`src/logic/pph_pkg.sv`:
```
// Shared constants for the parallel port handshake block.
package pph_pkg;

    // ------------------------------------------------------------------
    // Geometry
    // ------------------------------------------------------------------
    localparam int NUM_PORTS      = 4;
    localparam int DATA_W         = 16;
    localparam int IRQ_W          = 16;
    localparam int IRQ_LOW_W      = 12;
    localparam int CNT_W          = 8;

    // ------------------------------------------------------------------
    // Bit positions
    // ------------------------------------------------------------------
    localparam int IRQ_EN_BIT     = 9;
    localparam int PEER_READY_BIT = 15;
    localparam int PEER_REPLY_BIT = 7;
    localparam int BUSY_BIT       = 0;

    // ------------------------------------------------------------------
    // Timing
    // ------------------------------------------------------------------
    localparam int CLK_PERIOD_NS  = 10;
    localparam int T_DRV_OFF_NS   = 50;
    localparam int T_PULSE_MIN_NS = 410;
    localparam int T_PULSE_MAX_NS = 2000;
    localparam int T_SETUP_NS     = 300;

    // Least times round up to whole cycles.
    localparam int PULSE_CYC      = (T_PULSE_MIN_NS + CLK_PERIOD_NS - 1) / CLK_PERIOD_NS;
    localparam int SETUP_CYC      = (T_SETUP_NS + CLK_PERIOD_NS - 1) / CLK_PERIOD_NS;
    localparam int PULSE_MAX_CYC  = T_PULSE_MAX_NS / CLK_PERIOD_NS;
    localparam int DRV_OFF_CYC    = T_DRV_OFF_NS / CLK_PERIOD_NS;

    localparam logic [CNT_W-1:0] PULSE_LAST = CNT_W'(PULSE_CYC - 1);
    localparam logic [CNT_W-1:0] SETUP_LAST = CNT_W'(SETUP_CYC - 1);

    // ------------------------------------------------------------------
    // Reset values
    // ------------------------------------------------------------------
    localparam logic [DATA_W-1:0] DATA_RST = 16'h0000;
    localparam logic [IRQ_W-1:0]  IRQ_RST  = 16'h0000;
    localparam logic [CNT_W-1:0]  CNT_RST  = 8'h00;

    // ------------------------------------------------------------------
    // Port sequencer states, Gray coded along idle, setup, pulse
    // ------------------------------------------------------------------
    typedef enum logic [1:0] {
        PPH_IDLE  = 2'h0,
        PPH_SETUP = 2'h1,
        PPH_PULSE = 2'h3
    } pph_state_e;

endpackage

```
`src/logic/pph_port.sv`:
```
// One handshake port: pin synchronisers, driver control and reply pulse timing.
`timescale 1ns/1ps
module pph_port
    import pph_pkg::*;
(
    input  wire logic              clock_in,
    input  wire logic              rst_n_in,
    input  wire logic              dir_in,
    input  wire logic              rd_strobe_in,
    input  wire logic              wr_strobe_in,
    input  wire logic [DATA_W-1:0] wr_data_in,
    input  wire logic [DATA_W-1:0] data_in,
    input  wire logic              peer_ready_n_in,
    input  wire logic              peer_reply_n_in,
    output logic      [DATA_W-1:0] data_out,
    output logic                   data_oe_n_out,
    output logic                   port_ready_out,
    output logic                   port_reply_pulse_out,
    output logic      [DATA_W-1:0] rd_data_out,
    output logic                   peer_ready_out,
    output logic                   peer_reply_out,
    output logic                   busy_out
);

    typedef struct packed {
        logic [DATA_W-1:0] data_s1;
        logic [DATA_W-1:0] data_s2;
        logic              rdy_s1;
        logic              rdy_s2;
        logic              rply_s1;
        logic              rply_s2;
        pph_state_e        state;
        logic [CNT_W-1:0]  cnt;
        logic              ready;
        logic              reply;
        logic              oe_n;
        logic [DATA_W-1:0] dout;
        logic [DATA_W-1:0] rdata;
        logic              busy;
    } pph_port_s;

    pph_port_s st_ff;
    pph_port_s nxt_st;

    // ------------------------------------------------------------------
    // Next state
    // ------------------------------------------------------------------
    always_comb begin
        nxt_st         = st_ff;
        nxt_st.data_s1 = data_in;
        nxt_st.data_s2 = st_ff.data_s1;
        nxt_st.rdy_s1  = ~peer_ready_n_in;
        nxt_st.rdy_s2  = st_ff.rdy_s1;
        nxt_st.rply_s1 = ~peer_reply_n_in;
        nxt_st.rply_s2 = st_ff.rply_s1;
        // The read buffer follows the lines so plain polling works without a handshake.
        nxt_st.rdata   = st_ff.data_s2;
        nxt_st.ready   = ~dir_in;
        // Ready and driver disable switch on the same edge, well inside the allowed delay.
        nxt_st.oe_n    = ~(dir_in & st_ff.rdy_s2);
        case (st_ff.state)
            PPH_IDLE: begin
                if (wr_strobe_in) begin
                    nxt_st.dout = wr_data_in;
                end
                if (wr_strobe_in && dir_in) begin
                    nxt_st.state = PPH_SETUP;
                    nxt_st.cnt   = CNT_RST;
                end else if (rd_strobe_in && !dir_in) begin
                    nxt_st.reply = 1'b1;
                    nxt_st.state = PPH_PULSE;
                    nxt_st.cnt   = CNT_RST;
                end
            end
            PPH_SETUP: begin
                // Only cycles with the drivers on count toward the data lead time.
                if (st_ff.oe_n) begin
                    nxt_st.cnt = CNT_RST;
                end else if (st_ff.cnt == SETUP_LAST) begin
                    nxt_st.reply = 1'b1;
                    nxt_st.cnt   = CNT_RST;
                    nxt_st.state = PPH_PULSE;
                end else begin
                    nxt_st.cnt = st_ff.cnt + 8'h01;
                end
            end
            PPH_PULSE: begin
                if (st_ff.cnt == PULSE_LAST) begin
                    nxt_st.reply = 1'b0;
                    nxt_st.cnt   = CNT_RST;
                    nxt_st.state = PPH_IDLE;
                end else begin
                    nxt_st.cnt = st_ff.cnt + 8'h01;
                end
            end
            default: begin
                nxt_st.state = PPH_IDLE;
                nxt_st.reply = 1'b0;
                nxt_st.cnt   = CNT_RST;
            end
        endcase
        // Busy is its own flop so the status word carries no decode logic.
        nxt_st.busy = (nxt_st.state != PPH_IDLE);
    end

    // ------------------------------------------------------------------
    // State register
    // ------------------------------------------------------------------
    always_ff @(posedge clock_in or negedge rst_n_in) begin
        if (!rst_n_in) begin
            st_ff <= '{data_s1: DATA_RST, data_s2: DATA_RST, rdy_s1: 1'b0, rdy_s2: 1'b0,
                       rply_s1: 1'b0, rply_s2: 1'b0, state: PPH_IDLE, cnt: CNT_RST,
                       ready: 1'b1, reply: 1'b0, oe_n: 1'b1, dout: DATA_RST, rdata: DATA_RST,
                       busy: 1'b0};
        end else begin
            st_ff <= nxt_st;
        end
    end

    assign data_out             = st_ff.dout;
    assign data_oe_n_out        = st_ff.oe_n;
    assign port_ready_out       = st_ff.ready;
    assign port_reply_pulse_out = st_ff.reply;
    assign rd_data_out          = st_ff.rdata;
    assign peer_ready_out       = st_ff.rdy_s2;
    assign peer_reply_out       = st_ff.rply_s2;
    assign busy_out             = st_ff.busy;

endmodule

```
`src/logic/parallel_port_handshake.sv`:
```
// Top of the four-port parallel handshake block with its interrupt request capture.
//
// Contract
// - Each transfer moves one 16-bit word over sixteen three-state lines.
// - For input, the device raises its ready output to invite a word.
// - For input, after the buffer read the device sends its reply pulse.
// - For output, the device drives the word, then sends its reply pulse.
// - Device drivers switch off within 50 ns of ready being asserted.
// - The reply pulse lasts between 410 ns and 2000 ns.
// - Output data is driven at least 300 ns before the reply pulse.
// - Accept 16 interrupt requests from port A lines or replies plus A lines.
// - Requests are ignored until bit 9 of the first port control is set.
// - Without input handshake, data is read by polling in input direction.
// - Turn-around steps are needed only when a port changes direction.
// - Ready output is asserted whenever the direction bit selects input.
// - Reading the buffer with direction cleared starts a reply pulse.
// - Writing the buffer with direction set starts a reply pulse.
// - Drivers enable only with peer ready and output direction; peer ready shows at bit 15.
`timescale 1ns/1ps
module parallel_port_handshake
    import pph_pkg::*;
(
    input  wire logic                        clock_in,
    input  wire logic                        rst_n_in,
    input  wire logic [NUM_PORTS-1:0]        dir_in,
    input  wire logic [NUM_PORTS-1:0]        rd_strobe_in,
    input  wire logic [NUM_PORTS-1:0]        wr_strobe_in,
    input  wire logic [NUM_PORTS*DATA_W-1:0] wr_data_in,
    input  wire logic [NUM_PORTS*DATA_W-1:0] data_in,
    input  wire logic [NUM_PORTS-1:0]        peer_ready_n_in,
    input  wire logic [NUM_PORTS-1:0]        peer_reply_n_in,
    input  wire logic [DATA_W-1:0]           first_port_control_status_in,
    input  wire logic                        irq_source_sel_in,
    input  wire logic [IRQ_W-1:0]            irq_clear_in,
    output logic      [NUM_PORTS*DATA_W-1:0] data_out,
    output logic      [NUM_PORTS-1:0]        data_oe_n_out,
    output logic      [NUM_PORTS-1:0]        port_ready_out,
    output logic      [NUM_PORTS-1:0]        port_reply_pulse_out,
    output logic      [NUM_PORTS*DATA_W-1:0] rd_data_out,
    output logic      [NUM_PORTS*DATA_W-1:0] port_status_out,
    output logic      [IRQ_W-1:0]            irq_pending_out
);

    logic [NUM_PORTS-1:0] peer_ready;
    logic [NUM_PORTS-1:0] peer_reply;
    logic [NUM_PORTS-1:0] busy;

    // ------------------------------------------------------------------
    // Ports
    // ------------------------------------------------------------------
    genvar gi;
    generate
        for (gi = 0; gi < NUM_PORTS; gi = gi + 1) begin : g_port
            pph_port u_port (
                .clock_in             (clock_in),
                .rst_n_in             (rst_n_in),
                .dir_in               (dir_in[gi]),
                .rd_strobe_in         (rd_strobe_in[gi]),
                .wr_strobe_in         (wr_strobe_in[gi]),
                .wr_data_in           (wr_data_in[gi*DATA_W +: DATA_W]),
                .data_in              (data_in[gi*DATA_W +: DATA_W]),
                .peer_ready_n_in      (peer_ready_n_in[gi]),
                .peer_reply_n_in      (peer_reply_n_in[gi]),
                .data_out             (data_out[gi*DATA_W +: DATA_W]),
                .data_oe_n_out        (data_oe_n_out[gi]),
                .port_ready_out       (port_ready_out[gi]),
                .port_reply_pulse_out (port_reply_pulse_out[gi]),
                .rd_data_out          (rd_data_out[gi*DATA_W +: DATA_W]),
                .peer_ready_out       (peer_ready[gi]),
                .peer_reply_out       (peer_reply[gi]),
                .busy_out             (busy[gi])
            );
            // Status fields are flop bits placed into a word, no logic in between.
            assign port_status_out[gi*DATA_W +: DATA_W] = {peer_ready[gi],
                                                           7'h00,
                                                           peer_reply[gi],
                                                           6'h00,
                                                           busy[gi]};
        end
    endgenerate

    // ------------------------------------------------------------------
    // Interrupt request capture
    // ------------------------------------------------------------------
    typedef struct packed {
        logic [IRQ_W-1:0] pending;
    } pph_top_s;

    pph_top_s st_ff;
    pph_top_s nxt_st;

    logic [IRQ_W-1:0] irq_src;

    always_comb begin
        // Port A read buffer holds the synchronised line levels.
        if (irq_source_sel_in) begin
            irq_src = {peer_reply, rd_data_out[IRQ_LOW_W-1:0]};
        end else begin
            irq_src = rd_data_out[DATA_W-1:0];
        end
        nxt_st = st_ff;
        // A request in the same cycle as its clear stays pending.
        nxt_st.pending = (st_ff.pending & ~irq_clear_in)
                       | (irq_src & {IRQ_W{first_port_control_status_in[IRQ_EN_BIT]}});
    end

    always_ff @(posedge clock_in or negedge rst_n_in) begin
        if (!rst_n_in) begin
            st_ff <= '{pending: IRQ_RST};
        end else begin
            st_ff <= nxt_st;
        end
    end

    assign irq_pending_out = st_ff.pending;

endmodule

```
`config.mk`:
```
export PLATFORM = sky130hd
export DESIGN_NAME = parallel_port_handshake
export DESIGN_NICKNAME = d
export VERILOG_FILES = /design/src/logic/pph_pkg.sv /design/src/logic/pph_port.sv /design/src/logic/parallel_port_handshake.sv
export SDC_FILE = /design/constraint.sdc
export NUM_CORES = 1
export LEC_CHECK = 0
export BUFFER_PORTS_ARGS = -buffer_cell sky130_fd_sc_hd__buf_2
export CAP_MARGIN = 10
export CORE_MARGIN = 3
export CORE_UTILIZATION = 45
export DETAILED_ROUTE_END_ITERATION = 6
export MAX_ROUTING_LAYER = met4
export PLACE_DENSITY = 0.78
export SETUP_SLACK_MARGIN = 0.3
export SYNTH_ARGS = -nofsm -noshare
export SYNTH_HDL_FRONTEND = slang
export SYNTH_HIERARCHICAL = 1
export SYNTH_SLANG_ARGS = --single-unit
```
`constraint.sdc`:
```
create_clock -name clock_in -period 1.82 [get_ports clock_in]
set_input_delay 0.091 -clock clock_in [delete_from_list [all_inputs] [get_ports clock_in]]
set_output_delay 0.091 -clock clock_in [all_outputs]
set_load 0.01 [all_outputs]
```
======== Word level (Yosys, flattened, before mapping) ========
Index checks and enable logic that the tools add are counted.
W data, S select, Z words.
word-level totals
  register bits after elaboration ......... 344
  input bits .............................. 183
  logic and storage cells ................. 214
operators by class
  add/sub/neg operators ................... 4
  equality and inequality tests ........... 40
  mux-type cells .......................... 61
  bitwise logic cells ..................... 24
  reductions and logical operators ........ 28
operator list
  kind                   count
  $pmux W10 S3           4
  $mux W8                12
  $mux W10               8
  $add A8 B1 Y8 const B  4
  $and A16 B16 Y16       2
  $eq A8 B5 Y1 const B   4
  $eq A8 B6 Y1 const B   4
  $mux W2                12
  $ne A2 B1 Y1 const B   12
  $mux W1                20
  $reduce_and A5 Y1      4
  $mux W16               1
  $ne A2 B2 Y1 const B   8
  $not A1 Y1             16
  $not A16 Y16           1
  $or A16 B16 Y16        1
  $ne A3 B1 Y1 const B   4
  $pmux W1 S3            4
  $eq A2 B1 Y1 const B   4
  $eq A2 B2 Y1 const B   4
  $logic_and A1 B1 Y1    8
  $logic_not A2 Y1       4
  $reduce_and A2 Y1      4
  $reduce_bool A2 Y1     4
  2 further kinds        8

======== Depth between registers and ports, before layout ========
  word-level depth ........................ 6
  depth in mapped cells ................... 6
  gate-level depth less buffers ........... 6

======== Modules after synthesis ========
Netlist, hierarchy kept.
by module, submodules not included
  module                           times used  cells an instance  area each (um^2)  seq. area each (um^2)
  pph_port (g_port[0].u_port ...)  2           201                2934.1            2054.5
  pph_port (g_port[3].u_port)      1           200                2946.6            2054.5
  pph_port (g_port[2].u_port)      1           197                2921.6            2054.5
  parallel_port_handshake          1           120                1047.3            400.4

======== Worst setup path before layout ========
Ideal clock, no wire load.
  kind .................................... reg2reg
  start point ............................. reg g_port[2].u_port/st_ff[37] (netlist name)
  end point ............................... reg g_port[2].u_port/st_ff[36] (netlist name)
  library setup time ...................... 0.125 ns
  arrival ................................. 1.767 ns
  required time ........................... 1.695 ns
  slack ................................... -0.072 ns
  stages on the path, launching flop included .. 7
  path buffers ............................ 0
  path through ............................ dfrtp_1 inv_1 ha_1 nor4b_1 a2111oi_4 or2_4 mux2_2
between the ends
  word-level cells in the longest chain between the ends .. 4
  elaborated cells on any way between the ends .. 6
  classes of those cells .................. eq/ne: 2; mux: 4
RTL lines
  element                 line             RTL
  from (decl)             pph_port.sv:42   pph_port_s st_ff;
  from (signal assigned)  pph_port.sv:111  st_ff <= '{data_s1: DATA_RST, data_s2: DATA_RST, rdy_s1: 1'b0, rdy_s2: 1'b0,
  from (signal assigned)  pph_port.sv:116  st_ff <= nxt_st;
  $eq A8 B5 Y1            pph_port.sv:79   end else if (st_ff.cnt == SETUP_LAST) begin
  $mux W8                 pph_port.sv:79
  $mux W8                 pph_port.sv:77   if (st_ff.oe_n) begin
  $pmux W10 S3 (*)        pph_port.sv:61   case (st_ff.state)
Mark *: on every way between the ends. The rest lies on a longest branch, timed or not.
A chain may end at the register's enable or synchronous reset.

======== Worst setup path in the final report ========
  start point ............................. reg g_port[2].u_port/st_ff[41] (netlist name)
  end point ............................... reg g_port[2].u_port/st_ff[36] (netlist name)
Same word-level chain as after synthesis.

==> metrics.txt <==
outcome=finished clean; y dimension of the die=175 um; CTS tree=built; largest fanout on the critical path=7; Synth Instances=919; first-pass iteration count of the detailed router=5; post-layout net count=1,583; core area=27,900 um2; Post-Synthesis Mean Instance Area=13.9 um2; Worst setup SP type=register; sequential element share of the synthesized area=67.4%; number of buffer and inverter stages on the critical path=0; highest attainable clock frequency=0.566 GHz; num rows=61; deepest clock path buffer count=3; CP Cell Sequence=or4b_4, o211a_1, or2_4, mux2_2; Clk Latency, worst-skew pair=0.51 ns; number of setup violations in the final report=0; layout cells sized above 1=43.5%; Synth async-reset ratio=100%; count of boundary I/O pins=403; Antenna Nets Post-Route=0; Die Width=175 um; full die area=30,500 um2; hold path startpoint=irq_source_sel_in; count of yosys warnings during synthesis=6; via count of the first global-routing pass=9,139; path length in cells of the critical path=4; Final Max Slew Viols=0; number of fill cells=1,942; Critical Path Sink Type=register; count of placed standard cells including taps=1,521; Hold Vio Cnt, Final=0; delay contributed by the slowest stage of the critical path=0.49 ns; signal arrival time at the worst endpoint=2.16 ns; VDD IR max=0.813 mV; number of clock buffers inserted by TritonCTS=36; Total Wirelength=30,700 um; power consumption=21.1 mW; multi-input gate area in the final layout=3050 um2; vias after detailed routing=8,334; power per standard cell area=1200 nW/um2; skew final=0.0113 ns; CP Class=register to register; pre-CTS worst setup slack=-0.0183 ns; number of flops mapped to enable cells by yosys=0; DRC=0; worst flop-to-flop path startpoint=g_port[2].u_port/st_ff[41]; Synth Flop Type=sky130_fd_sc_hd__dfrtp_1; area delta synth->final=37.8%; cell area after technology mapping=12,800 um2; pin count of the biggest net entering global routing=62; wire length of the first global-routing pass=48,100 um; count of state elements after synthesis=344; Hold Slack=0.0397 ns; antenna violations before repair=3; drt via density=4.64; RSZ-0062 raised after global routing=true; actual slew at the worst max-slew pin=0.531 ns; Reg area=8640 um2; cell depth of the worst hold path=3; Min Clock Period, post-route=1.77 ns; non-filler instance count after layout=1,796; flop2flop setup slack=0.05 ns; type of the most critical hold path=input pin to register; count of different cell masters after synthesis=54; htree depth=2; hpwl dp=18,400 um; final weighted congestion of routability-driven global placement=0.806; worst setup path start=g_port[2].u_port/st_ff[41]; Starting Density=45.9%; Data required, critical path=2.21 ns; clock-pin transition on the worst setup and hold timing paths=0.06 ns; count of maximum capacitance violations=0; Clock Tree Root=sky130_fd_sc_hd__clkbuf_16; cell leakage power=8.58 nW; Worst path top cell family by delay=simple AND/OR/NAND/NOR gates; minimum setup slack in the final design=0.0517 ns; logic depth of the worst register-to-register path=4; crit path max-delay cell type=sky130_fd_sc_hd__or4b_4; I/O Buffers=335; Remaining Overflow, GRT=0; Period Utilization, post-route=97.2%; slew margin rel.=64.6%; worst r2r dst=g_port[2].u_port/st_ff[36]; First DRT Iteration DRCs=412; global routing usage summed across all routing layers=20.3%; total clock sinks=344; wire length per cell after detailed routing=17.1 um; sink of the worst hold path=irq_pending_out[13]; final-layout setup total negative slack=0 ns
[timing repair]
action / 4_1_cts / 5_1_grt
gates resized for setup: 40 / 45
hold buffers: 178 / 0
hold endpoints to repair: 488 / 0
endpoints found under the setup margin: 48 / 80
pin swaps: 37 / 20
buffers inserted: 17 / 12
[worst max path at each step]
stage	end	slack [ns]
2_1_floorplan	g_port[2].u_port/st_ff[36]	0.02
3_3_place_gp	g_port[2].u_port/st_ff[36]	0.08
3_5_place_dp	g_port[2].u_port/st_ff[36]	-0.02
4_1_cts	g_port[2].u_port/st_ff[36]	0.06
5_1_grt	g_port[2].u_port/st_ff[36]	-0.007
6_report	g_port[2].u_port/st_ff[36]	0.05
[flip-flops by register name (all words and copies together), names as in the netlist]
register and count:
g_port.u_port/port_reply_pulse_out 4, g_port.u_port/peer_ready_out 4, g_port.u_port/st_ff 40, irq_pending_out 16, g_port.u_port/busy_out 4, g_port.u_port/rd_data_out 64
g_port.u_port/peer_reply_out 4, g_port.u_port/data_oe_n_out 4, g_port.u_port/port_ready_out 4, g_port.u_port/nxt_st 136, g_port.u_port/data_out 64
[layout by cell type (no fill, tap or decap), types with 4 or more instances in the layout]
| cell | instances |
|---|---|
| sky130_fd_sc_hd__o22ai_2 | 13 |
| sky130_fd_sc_hd__dfstp_2 | 8 |
| sky130_fd_sc_hd__clkbuf_8 | 7 |
| sky130_fd_sc_hd__nor2_1 | 14 |
| sky130_fd_sc_hd__and2_1 | 7 |
| sky130_fd_sc_hd__ha_1 | 8 |
| sky130_fd_sc_hd__a2111oi_4 | 4 |
| sky130_fd_sc_hd__buf_12 | 4 |
| sky130_fd_sc_hd__and3_1 | 4 |
| sky130_fd_sc_hd__nand4_1 | 4 |
| sky130_fd_sc_hd__o211ai_1 | 4 |
| sky130_fd_sc_hd__nor2b_1 | 8 |
| sky130_fd_sc_hd__bufinv_16 | 4 |
| sky130_fd_sc_hd__clkbuf_16 | 36 |
| sky130_fd_sc_hd__nand2_1 | 56 |
| sky130_fd_sc_hd__o21ai_2 | 8 |
| sky130_fd_sc_hd__nor4b_4 | 5 |
| sky130_fd_sc_hd__a21oi_1 | 6 |
| sky130_fd_sc_hd__clkbuf_1 | 10 |
| sky130_fd_sc_hd__conb_1 | 52 |
| sky130_fd_sc_hd__o22ai_1 | 6 |
| sky130_fd_sc_hd__mux2i_1 | 6 |
| sky130_fd_sc_hd__mux2_2 | 68 |
| sky130_fd_sc_hd__dlygate4sd3_1 | 178 |
| sky130_fd_sc_hd__inv_2 | 5 |
| sky130_fd_sc_hd__buf_2 | 334 |
| sky130_fd_sc_hd__o21ai_1 | 17 |
| sky130_fd_sc_hd__nand3_1 | 10 |
| sky130_fd_sc_hd__inv_1 | 46 |
| sky130_fd_sc_hd__dfrtp_2 | 17 |
| sky130_fd_sc_hd__o21a_1 | 13 |
| sky130_fd_sc_hd__nor3_1 | 7 |
| sky130_fd_sc_hd__buf_4 | 42 |
| sky130_fd_sc_hd__dfrtp_1 | 319 |
| sky130_fd_sc_hd__buf_6 | 15 |
[area by class of cell]
cell class / count / area share (%)
flip-flops and latches: 344 / 49.0
well taps: 378 / 2.68
clock inverters: 12 / 1.11
clock buffers: 53 / 5.87
diodes: 3 / 0.0426
repair buffers: 574 / 22.9
inverters: 51 / 1.09
multi-input cells: 381 / 17.3
[synth_stat cells, drive strengths merged (8+ instances only)]
| library cell | n | area [um2] |
|---|---|---|
| nor2b | 8 | 50.1 |
| buf | 192 | 1430 |
| nor2 | 16 | 65.1 |
| a21oi | 8 | 43.8 |
| o21a | 13 | 97.6 |
| dfstp | 8 | 210 |
| o21ai | 29 | 145 |
| dfrtp | 336 | 8410 |
| and2 | 8 | 51.3 |
| ha | 12 | 150 |
| inv | 51 | 191 |
| o22ai | 20 | 125 |
| mux2 | 70 | 788 |
| nand3 | 10 | 50.1 |
| nor3 | 9 | 45.0 |
| nand2 | 57 | 214 |
[metal layers]
layer  vias up  part of all wire (%)  GRT usage (%)
li1       3750                     -              -
met2       321                    53           35.4
met3        96                   5.5           4.06
met5         -                     0              -
met1      4167                    38           23.0
met4         0                   3.9           8.21
[worst min-delay path, stage by stage]
cell and delay, ns:
sky130_fd_sc_hd__buf_2 0.17, sky130_fd_sc_hd__mux2i_1 0.10, sky130_fd_sc_hd__o22ai_1 0.14
[cell families after synthesis]
logic type | Yosys count | share of synthesized area [%]
AO/OA/AOI/OAI | 93 | 5.42
AND/OR/NAND/NOR | 144 | 6.34
other | 1 | 0.0293
multiplexers | 76 | 6.64
buffers and inverters | 245 | 12.7
adder cells (fa/ha/maj) | 12 | 1.17
flip-flops | 344 | 67.4
XOR/XNOR | 4 | 0.274
[through the flow]
| stage | util (%) | cell area, um2 |
|---|---|---|
| CTS | 62.3 | 17400 |
| floorplan | - | 13000 |
| finish | 63.3 | 17600 |
| global route | 63.3 | 17600 |
| global placement | 50.5 | 14100 |
| detailed placement | 50.5 | 14100 |
[where the power goes]
group          internal [mW]  leakage (nW)  switching (mW)
logic                   2.24          3.92            2.01
clock network           4.55         0.600            2.94
registers               8.70          4.06           0.687
total                   15.5          8.58            5.64
Power figures use the tool's default switching activity.
